**src/design/frci_defs.svh**
```systemverilog
// Constants of the frame rate capability register bank.
//
// Notes on behaviour
// - Bits 0 to 7 of a word stand in order for 1.875, 3.75, 7.5, 15, 30, 60, 120, 240 fps.
// - Word 0x234 (1024x768 mono 8-bit) has rate bits 0 to 7; bits 8 to 31 are reserved.
// - Word 0x238 (800x600 mono 16-bit) has rate bits 1 to 7; bits 0 and 8 to 31 are reserved.
// - Word 0x23C (1024x768 mono 16-bit) has rate bits 0 to 7; bits 8 to 31 are reserved.
// - Word 0x240 (1280x960 YUV 4:2:2) has rate bits 0 to 5 only; bits 6 to 31 are reserved.
// - Word 0x244 (1280x960 RGB 24-bit) has rate bits 0 to 5 only; bits 6 to 31 are reserved.
// - Word 0x248 (1280x960 mono 8-bit) has rate bits 0 to 6; bits 7 to 31 are reserved.
`ifndef FRCI_DEFS_SVH
`define FRCI_DEFS_SVH

`define FRCI_ADDR_W 12
`define FRCI_CNT_W 16

// Rate bit positions.
`define FRCI_BIT_FPS_1P875 0
`define FRCI_BIT_FPS_3P75 1
`define FRCI_BIT_FPS_7P5 2
`define FRCI_BIT_FPS_15 3
`define FRCI_BIT_FPS_30 4
`define FRCI_BIT_FPS_60 5
`define FRCI_BIT_FPS_120 6
`define FRCI_BIT_FPS_240 7

// Register offsets (byte addresses).
`define FRCI_OFF_CTRL 12'h000
`define FRCI_OFF_STAT 12'h004
`define FRCI_OFF_XGA_MONO8 12'h234
`define FRCI_OFF_SVGA_MONO16 12'h238
`define FRCI_OFF_XGA_MONO16 12'h23C
`define FRCI_OFF_SXGA_YUV422 12'h240
`define FRCI_OFF_SXGA_RGB24 12'h244
`define FRCI_OFF_SXGA_MONO8 12'h248

// Control field and reset values.
`define FRCI_CTRL_ERR_EN_BIT 0
`define FRCI_CTRL_RST 1'b1
`define FRCI_CNT_RST 16'h0000

// AXI response codes.
`define FRCI_RESP_OKAY 2'h0
`define FRCI_RESP_SLVERR 2'h2

`endif

```
**src/design/frci_pkg.sv**
```systemverilog
// Types shared by the frame rate capability register bank.
package frci_pkg;
  typedef logic [31:0] frci_word_t;
  typedef logic [1:0] frci_resp_t;
  // Which kind of register an address selects.
  typedef enum {FRCI_HIT_CAP, FRCI_HIT_CTRL, FRCI_HIT_STAT, FRCI_HIT_NONE} frci_hit_t;
endpackage

```
**src/design/frci_regs.sv**
```systemverilog
// AXI4-Lite slave holding the frame rate capability words.
`timescale 1ns/1ps
`include "frci_defs.svh"

module frci_regs #(
  parameter int ADDR_W = `FRCI_ADDR_W, // Address bus width.
  parameter int CNT_W = `FRCI_CNT_W // Width of the refused write counter.
) (
  input wire logic aclk, // System clock, 40 MHz.
  input wire logic aresetn, // Synchronous reset, active low.
  input wire logic [ADDR_W-1:0] s_axi_awaddr, // Write address.
  input wire logic s_axi_awvalid, // Write address valid.
  output logic s_axi_awready, // Write address ready.
  input wire frci_pkg::frci_word_t s_axi_wdata, // Write data.
  input wire logic [3:0] s_axi_wstrb, // Write byte strobes.
  input wire logic s_axi_wvalid, // Write data valid.
  output logic s_axi_wready, // Write data ready.
  output frci_pkg::frci_resp_t s_axi_bresp, // Write response code.
  output logic s_axi_bvalid, // Write response valid.
  input wire logic s_axi_bready, // Write response ready.
  input wire logic [ADDR_W-1:0] s_axi_araddr, // Read address.
  input wire logic s_axi_arvalid, // Read address valid.
  output logic s_axi_arready, // Read address ready.
  output frci_pkg::frci_word_t s_axi_rdata, // Read data.
  output frci_pkg::frci_resp_t s_axi_rresp, // Read response code.
  output logic s_axi_rvalid, // Read data valid.
  input wire logic s_axi_rready // Read data ready.
);
  import frci_pkg::*;

  // Rate masks, one bit per standard frame rate.
  localparam frci_word_t M1P875 = 32'h00000001 << `FRCI_BIT_FPS_1P875;
  localparam frci_word_t M3P75 = 32'h00000001 << `FRCI_BIT_FPS_3P75;
  localparam frci_word_t M7P5 = 32'h00000001 << `FRCI_BIT_FPS_7P5;
  localparam frci_word_t M15 = 32'h00000001 << `FRCI_BIT_FPS_15;
  localparam frci_word_t M30 = 32'h00000001 << `FRCI_BIT_FPS_30;
  localparam frci_word_t M60 = 32'h00000001 << `FRCI_BIT_FPS_60;
  localparam frci_word_t M120 = 32'h00000001 << `FRCI_BIT_FPS_120;
  localparam frci_word_t M240 = 32'h00000001 << `FRCI_BIT_FPS_240;
  localparam frci_word_t UP_TO_60 = M1P875 | M3P75 | M7P5 | M15 | M30 | M60;

  // Fixed capability words; every reserved bit is left at zero.
  localparam frci_word_t CAP_XGA_MONO8 = UP_TO_60 | M120 | M240;
  localparam frci_word_t CAP_SVGA_MONO16 = (UP_TO_60 & ~M1P875) | M120 | M240;
  localparam frci_word_t CAP_XGA_MONO16 = UP_TO_60 | M120 | M240;
  localparam frci_word_t CAP_SXGA_YUV422 = UP_TO_60;
  localparam frci_word_t CAP_SXGA_RGB24 = UP_TO_60;
  localparam frci_word_t CAP_SXGA_MONO8 = UP_TO_60 | M120;

  // Classify a byte address; the two low bits are ignored.
  function automatic frci_hit_t hit_of(input logic [ADDR_W-1:0] a);
    logic [ADDR_W-1:0] w;
    w = {a[ADDR_W-1:2], 2'b00};
    if (w == ADDR_W'(`FRCI_OFF_CTRL)) begin
      hit_of = FRCI_HIT_CTRL;
    end else if (w == ADDR_W'(`FRCI_OFF_STAT)) begin
      hit_of = FRCI_HIT_STAT;
    end else if (w >= ADDR_W'(`FRCI_OFF_XGA_MONO8) && w <= ADDR_W'(`FRCI_OFF_SXGA_MONO8)) begin
      hit_of = FRCI_HIT_CAP;
    end else begin
      hit_of = FRCI_HIT_NONE;
    end
  endfunction

  // Capability value for an address; zero outside the capability words.
  function automatic frci_word_t cap_of(input logic [ADDR_W-1:0] a);
    logic [ADDR_W-1:0] w;
    w = {a[ADDR_W-1:2], 2'b00};
    if (w == ADDR_W'(`FRCI_OFF_XGA_MONO8)) begin
      cap_of = CAP_XGA_MONO8;
    end else if (w == ADDR_W'(`FRCI_OFF_SVGA_MONO16)) begin
      cap_of = CAP_SVGA_MONO16;
    end else if (w == ADDR_W'(`FRCI_OFF_XGA_MONO16)) begin
      cap_of = CAP_XGA_MONO16;
    end else if (w == ADDR_W'(`FRCI_OFF_SXGA_YUV422)) begin
      cap_of = CAP_SXGA_YUV422;
    end else if (w == ADDR_W'(`FRCI_OFF_SXGA_RGB24)) begin
      cap_of = CAP_SXGA_RGB24;
    end else if (w == ADDR_W'(`FRCI_OFF_SXGA_MONO8)) begin
      cap_of = CAP_SXGA_MONO8;
    end else begin
      cap_of = 32'h00000000;
    end
  endfunction

  logic awready_r, awready_nxt;
  logic wready_r, wready_nxt;
  logic aw_got_r, aw_got_nxt;
  logic w_got_r, w_got_nxt;
  logic [ADDR_W-1:0] waddr_r, waddr_nxt;
  frci_word_t wdata_r, wdata_nxt;
  logic [3:0] wstrb_r, wstrb_nxt;
  logic bvalid_r, bvalid_nxt;
  frci_resp_t bresp_r, bresp_nxt;
  logic err_en_r, err_en_nxt;
  logic [CNT_W-1:0] refused_r, refused_nxt;
  logic arready_r, arready_nxt;
  logic rvalid_r, rvalid_nxt;
  frci_word_t rdata_r, rdata_nxt;
  frci_resp_t rresp_r, rresp_nxt;
  logic aw_hs, w_hs, ar_hs, do_write;
  frci_hit_t whit, rhit;

  // Handshakes and the decoded targets of the held write and the offered read.
  assign aw_hs = s_axi_awvalid && awready_r;
  assign w_hs = s_axi_wvalid && wready_r;
  assign ar_hs = s_axi_arvalid && arready_r;
  assign do_write = aw_got_r && w_got_r && !bvalid_r;
  assign whit = hit_of(waddr_r);
  assign rhit = hit_of(s_axi_araddr);

  // Write path: address and data are caught in either order, the write
  // happens once both are held, and the response is raised a cycle later.
  always_comb begin
    aw_got_nxt = aw_got_r;
    w_got_nxt = w_got_r;
    waddr_nxt = waddr_r;
    wdata_nxt = wdata_r;
    wstrb_nxt = wstrb_r;
    bvalid_nxt = bvalid_r;
    bresp_nxt = bresp_r;
    err_en_nxt = err_en_r;
    refused_nxt = refused_r;
    if (aw_hs) begin
      aw_got_nxt = 1'b1;
      waddr_nxt = s_axi_awaddr;
    end
    if (w_hs) begin
      w_got_nxt = 1'b1;
      wdata_nxt = s_axi_wdata;
      wstrb_nxt = s_axi_wstrb;
    end
    if (bvalid_r && s_axi_bready) begin
      bvalid_nxt = 1'b0;
    end
    if (do_write) begin
      aw_got_nxt = 1'b0;
      w_got_nxt = 1'b0;
      bvalid_nxt = 1'b1;
      bresp_nxt = `FRCI_RESP_OKAY;
      if (whit == FRCI_HIT_CTRL) begin
        if (wstrb_r[0]) begin
          err_en_nxt = wdata_r[`FRCI_CTRL_ERR_EN_BIT];
        end
      end else if (whit == FRCI_HIT_CAP) begin
        // Capability words are constants; the write is only counted.
        if (refused_r != {CNT_W{1'b1}}) begin
          refused_nxt = refused_r + CNT_W'(1);
        end
      end else if (whit == FRCI_HIT_NONE) begin
        bresp_nxt = err_en_r ? `FRCI_RESP_SLVERR : `FRCI_RESP_OKAY;
      end
    end
    // Ready stays low while a half is held or a response waits, so a
    // second write cannot overrun the first.
    awready_nxt = !aw_got_nxt && !bvalid_nxt;
    wready_nxt = !w_got_nxt && !bvalid_nxt;
  end

  // Write path registers; reset leaves every ready low for one cycle.
  always_ff @(posedge aclk) begin
    if (!aresetn) begin
      awready_r <= 1'b0;
      wready_r <= 1'b0;
      aw_got_r <= 1'b0;
      w_got_r <= 1'b0;
      waddr_r <= '0;
      wdata_r <= 32'h00000000;
      wstrb_r <= 4'h0;
      bvalid_r <= 1'b0;
      bresp_r <= `FRCI_RESP_OKAY;
      err_en_r <= `FRCI_CTRL_RST;
      refused_r <= `FRCI_CNT_RST;
    end else begin
      awready_r <= awready_nxt;
      wready_r <= wready_nxt;
      aw_got_r <= aw_got_nxt;
      w_got_r <= w_got_nxt;
      waddr_r <= waddr_nxt;
      wdata_r <= wdata_nxt;
      wstrb_r <= wstrb_nxt;
      bvalid_r <= bvalid_nxt;
      bresp_r <= bresp_nxt;
      err_en_r <= err_en_nxt;
      refused_r <= refused_nxt;
    end
  end

  // Read path: one read at a time, answered on the edge after the address.
  always_comb begin
    rvalid_nxt = rvalid_r;
    rdata_nxt = rdata_r;
    rresp_nxt = rresp_r;
    if (rvalid_r && s_axi_rready) begin
      rvalid_nxt = 1'b0;
    end
    if (ar_hs) begin
      rvalid_nxt = 1'b1;
      rresp_nxt = `FRCI_RESP_OKAY;
      if (rhit == FRCI_HIT_CTRL) begin
        rdata_nxt = 32'h00000000;
        rdata_nxt[`FRCI_CTRL_ERR_EN_BIT] = err_en_r;
      end else if (rhit == FRCI_HIT_STAT) begin
        rdata_nxt = 32'(refused_r);
      end else if (rhit == FRCI_HIT_CAP) begin
        rdata_nxt = cap_of(s_axi_araddr);
      end else begin
        rdata_nxt = 32'h00000000;
        rresp_nxt = err_en_r ? `FRCI_RESP_SLVERR : `FRCI_RESP_OKAY;
      end
    end
    arready_nxt = !rvalid_nxt;
  end

  // Read path registers.
  always_ff @(posedge aclk) begin
    if (!aresetn) begin
      arready_r <= 1'b0;
      rvalid_r <= 1'b0;
      rdata_r <= 32'h00000000;
      rresp_r <= `FRCI_RESP_OKAY;
    end else begin
      arready_r <= arready_nxt;
      rvalid_r <= rvalid_nxt;
      rdata_r <= rdata_nxt;
      rresp_r <= rresp_nxt;
    end
  end

  // All outputs come straight from flip-flops.
  assign s_axi_awready = awready_r;
  assign s_axi_wready = wready_r;
  assign s_axi_bvalid = bvalid_r;
  assign s_axi_bresp = bresp_r;
  assign s_axi_arready = arready_r;
  assign s_axi_rvalid = rvalid_r;
  assign s_axi_rdata = rdata_r;
  assign s_axi_rresp = rresp_r;
endmodule

```
**config.mk**
```make
export PLATFORM = sky130hd
export DESIGN_NAME = frci_regs
export DESIGN_NICKNAME = d
export VERILOG_FILES = /design/src/design/frci_pkg.sv /design/src/design/frci_regs.sv
export VERILOG_INCLUDE_DIRS = /design/src /design/src/design
export SDC_FILE = /design/constraint.sdc
export NUM_CORES = 1
export LEC_CHECK = 0
export BUFFER_PORTS_ARGS = -buffer_cell sky130_fd_sc_hd__buf_2
export CORE_MARGIN = 4
export CORE_UTILIZATION = 40
export CTS_CLUSTER_SIZE = 30
export DETAILED_ROUTE_END_ITERATION = 7
export MAX_ROUTING_LAYER = met4
export PLACE_DENSITY_LB_ADDON = 0.25
export SLEW_MARGIN = 10
export SYNTH_ARGS = -nofsm -noshare
export SYNTH_HDL_FRONTEND = slang
export SYNTH_SLANG_ARGS = --single-unit
```
**constraint.sdc**
```tcl
create_clock -name aclk -period 4.4 [get_ports aclk]
set_input_delay 0.22 -clock aclk [delete_from_list [all_inputs] [get_ports aclk]]
set_output_delay 0.22 -clock aclk [all_outputs]
set_load 0.005 [all_outputs]
```
## Word level (Yosys, flattened, before mapping)

Index checks and enable logic that the tools add are counted.

- Output and inout port bits: 41
- Register bits after elaboration: 74

- Equality and inequality tests: 13
- Mux-type cells: 30
- Bitwise gates (word level): 1
- Add/subtract/negate cells: 1
- Reductions and logical operators: 22
- Order comparisons: 4

Operator list:

| cell | count |
|---|---|
| $mux 32 | 3 |
| $eq 32x2->1 const B | 2 |
| $eq 32x3->1 const B | 2 |
| $logic_not 32->1 | 2 |
| $eq 10x8->1 const B | 6 |
| $mux 2 | 13 |
| $ge 12x10->1 const B | 2 |
| $le 12x10->1 const B | 2 |
| $mux 8 | 3 |
| $mux 7 | 3 |
| $eq 10x1->1 const B | 2 |
| $logic_not 10->1 | 2 |
| $add 16x1->16 const B | 1 |
| $ne 16x16->1 const B | 1 |
| $logic_and 1x1->1 | 11 |
| $mux 1 | 8 |
| $logic_not 1->1 | 5 |
| $reduce_and 4->1 | 1 |
| $reduce_and 3->1 | 1 |
| $not 1->1 | 1 |

## Longest topological paths before layout

- Depth in word-level cells: 10
- Depth in mapped cells: 7

## Worst setup path after synthesis

OpenSTA, ideal clock, no wires.

- Path kind: reg2reg
- From: register refused_r[0]
- To: register refused_r[13]
- Setup time: 0.070 ns
- Setup slack: 2.553 ns
- Stages on the path, launching flop included: 7
- Arrival: 1.776 ns
- Path buffers: 1
- Path through: dfxtp_1 ha_1 and4_1 and3_1 clkbuf_1 or4_1 a21oi_1

- Cells in the longest elaborated chain, start to end: 2
- Elaborated cells on any way between the ends: 3

RTL lines:

| item | line | source |
|---|---|---|
| start, declared | frci_regs.sv:96 | `logic [CNT_W-1:0] refused_r, refused_nxt;` |
| start signal, assigned | frci_regs.sv:173 | `` refused_r <= `FRCI_CNT_RST; `` |
| start signal, assigned | frci_regs.sv:185 | `refused_r <= refused_nxt;` |
| parallel branches: the longest is 2 deep, another holds $add 16x1->16 | n/a |  |

Parallel ways; which one is timed is not known.
A chain may end at the register's enable or synchronous reset.

## Worst setup path after layout

- From: register refused_r[3]
- To: register refused_r[13]

The elaborated chain is that of the path after synthesis.

==> results.yml <==
global_routing:
  grt_antenna_before_repair: 0
  first_global_vias: 2058
  gr-usage-all-layers_pct: 15.1
  grt_pass1_wl_mm: 9.16
  overflow: 0
  grt_max_degree: 35
timing:
  final.min_clock_period_ns: 2.17
  relSlewSlack_pct: 51.4
  hold_violations: 0
  tns_ns: 0
  skew_ns: 0.0120
  fmax_mhz: 461
  setup_violations: 0
  tightest_slew_ns: 0.727
  post-route-period-util_pct: 49.3
  drv_slew: 0
  rsz0062_at_grt: "no"
finish:
  diodes: 0
  nNetsFinal: 413
  utilization_pct: 47.3
  synthToLayoutAreaGrowth_pct: 13.2
  layout-drive-gt1-share_pct: 19.4
worst_setup_path:
  reg2reg_depth: 5
  cp-start-kind: "register"
  cp_slowest_cell: "or4_1"
  critPathArrivalTime_ns: 2.41
  path_class: "register to register"
  path_delay_family: "simple AND/OR/NAND/NOR gates"
  cp_num_buf_inv: 0
  crit_path_max_fanout: 16
  cp_cell_sequence: "nand3_1, or3_1, nand3b_2, or4_1, a21oi_1"
  cp.required_ns: 4.64
  cp.depth: 5
  critPathCaptureType: "register"
  regToRegSetupSlack_ns: 2.23
  slowest_delay_ns: 0.54
placement:
  hpwl_mm: 3.93
  port_buffers: 51
  gp_congestion: 0.856
min_path:
  worstHoldPathType: "input pin to register"
  whs_path_depth: 3
synth:
  synth_cell_types: 45
  ys_seq_area_share_pct: 42.9
  yosys.area_share.simple_pct: 26.1
  yosysTopAreaCellShare_pct: 42.9
  ys.warnings.count: 0
  synth_xor_area_share_pct: 0.348
  yosysMostFrequentCell: "dfxtp_1"
  postSynthRegisterBits: 54
  synth_cells: 301
  synth_compound_area_share_pct: 19.8
  synthMuxAreaShare_pct: 1.19
  synthTopCellsByCount: "dfxtp_1, nand2_1, a21oi_1"
  synthTopCellsByArea: "dfxtp_1, nand2_1, a21oi_1, buf_4, a22oi_1"
  async_flop_share_pct: 0
  yosys.area_share.adder_pct: 0.497
  syn_avg_cell_area_um2: 8.37
  synth_edf_count: 0
  yosysTopAreaCell: "dfxtp_1"
  synthFlopType: "dfxtp_1"
  synth_top_family_by_area: "simple AND/OR/NAND/NOR gates"
  netlist_area_um2: 2520
drt:
  via_per_inst: 5.26
  ant_nets: 0
  routedWlPerCell_um: 12.9
  vias: 2213
  wirelength_mm: 5.43
  drt-initial-drc-count: 93
  drcViolationCount: 0
  first_pass_iters: 4
floorplan:
  chipWidth_um: 87.4
  rows: 28
  fp.coreArea_um2: 6030
  initial_core_util_pct: 41.8
  fp.dieH_um: 87.4
  ios: 108
  dieArea_um2: 7630
clocking:
  tritoncts: "yes"
  cts_buffers: 5
  postCtsHoldBufs: 0
  clock_latency_ns: 0.31
  cts_resized: 0
  post-cts-setup-buffers: 0
  clkSinkCount: 54
  clockRootBuffer: "clkbuf_8"
  clk_path_buf_depth: 2
  htreeDepth: 2
  clk_pin_slew_ns: 0.11
power:
  powerDensity_nw_per_um2: 325
  cellLeakagePower_nw: 1.16
  vdd_ir_drop_max_v: 0.000162
job:
  maxCapViolations: 0
status:
  status: "completed"
cell families (layout without fill, tap and decap cells):
group / count (synthesis) / after routing
buffers and inverters: 38 / 66
multiplexers: 3 / 3
flip-flops: 54 / 54
XOR/XNOR: 1 / 1
AO/OA/AOI/OAI: 79 / 79
AND/OR/NAND/NOR: 124 / 124
adder cells (fa/ha/maj): 1 / 1
other: 1 / 18
tightest hold or removal path: stages:
cell and delay (ns):
buf_2 0.10, nand2_1 0.04, a21oi_1 0.05
layout make-up:
| class | count | area, µm² |
|---|---|---|
| Clock inverter | 3 | 47.5 |
| Multi-Input combinational cell | 226 | 1270 |
| Tap cell | 75 | 93.8 |
| Timing Repair Buffer | 52 | 263 |
| Fill cell | 625 | 3170 |
| Sequential cell | 54 | 1080 |
| Clock buffer | 5 | 68.8 |
| Inverter | 6 | 22.5 |
report_power, final:
group	internal, W	switching, W
combinational	0.0000288	0.0000443
sequential	0.000499	0.00000888
clock	0.000173	0.000172
stage by stage:
stage	setup slack (ns)	instances	hold WS, ns	area [µm²]	total power, W
6_report	2.23	421	0.130	2850	0.000926
5_1_grt	2.08	421	0.128	2850	0.000965
4_1_cts	2.23	421	0.116	2850	0.000937
3_5_place_dp	2.27	413	0.449	2740	0.000593
3_3_place_gp	2.28	413	0.445	2740	0.000591
2_1_floorplan	2.55	318	0.356	2580	0.000575
per-layer routing:
| metal | vias to the layer above | GRT usage (%) | part of all wire [%] |
|---|---|---|---|
| met1 | 1015 | 18.2 | 46 |
| met4 | 0 | 4.18 | 0.66 |
| met3 | 4 | 3.22 | 5.5 |
| met2 | 55 | 25.2 | 48 |
| li1 | 1139 | - | - |
| met5 | - | - | 0 |
cells in the final DEF (no fill, tap or decap), drive strengths merged, types with 7 or more instances in the layout:
cell / instances
a22oi: 14
dfxtp: 54
nand2: 44
buf: 52
and3: 9
conb: 18
nand3: 9
o21ai: 13
or4: 8
o31ai: 7
nor2: 19
a21oi: 32
path summary, 6_finish.rpt:
kind              startpoint            end
max             refused_r[3]  refused_r[13]
min          s_axi_awaddr[2]     waddr_r[2]
max reg2reg     refused_r[3]  refused_r[13]
min reg2reg       waddr_r[7]     waddr_r[7]
Power figures use the tool's default switching activity.
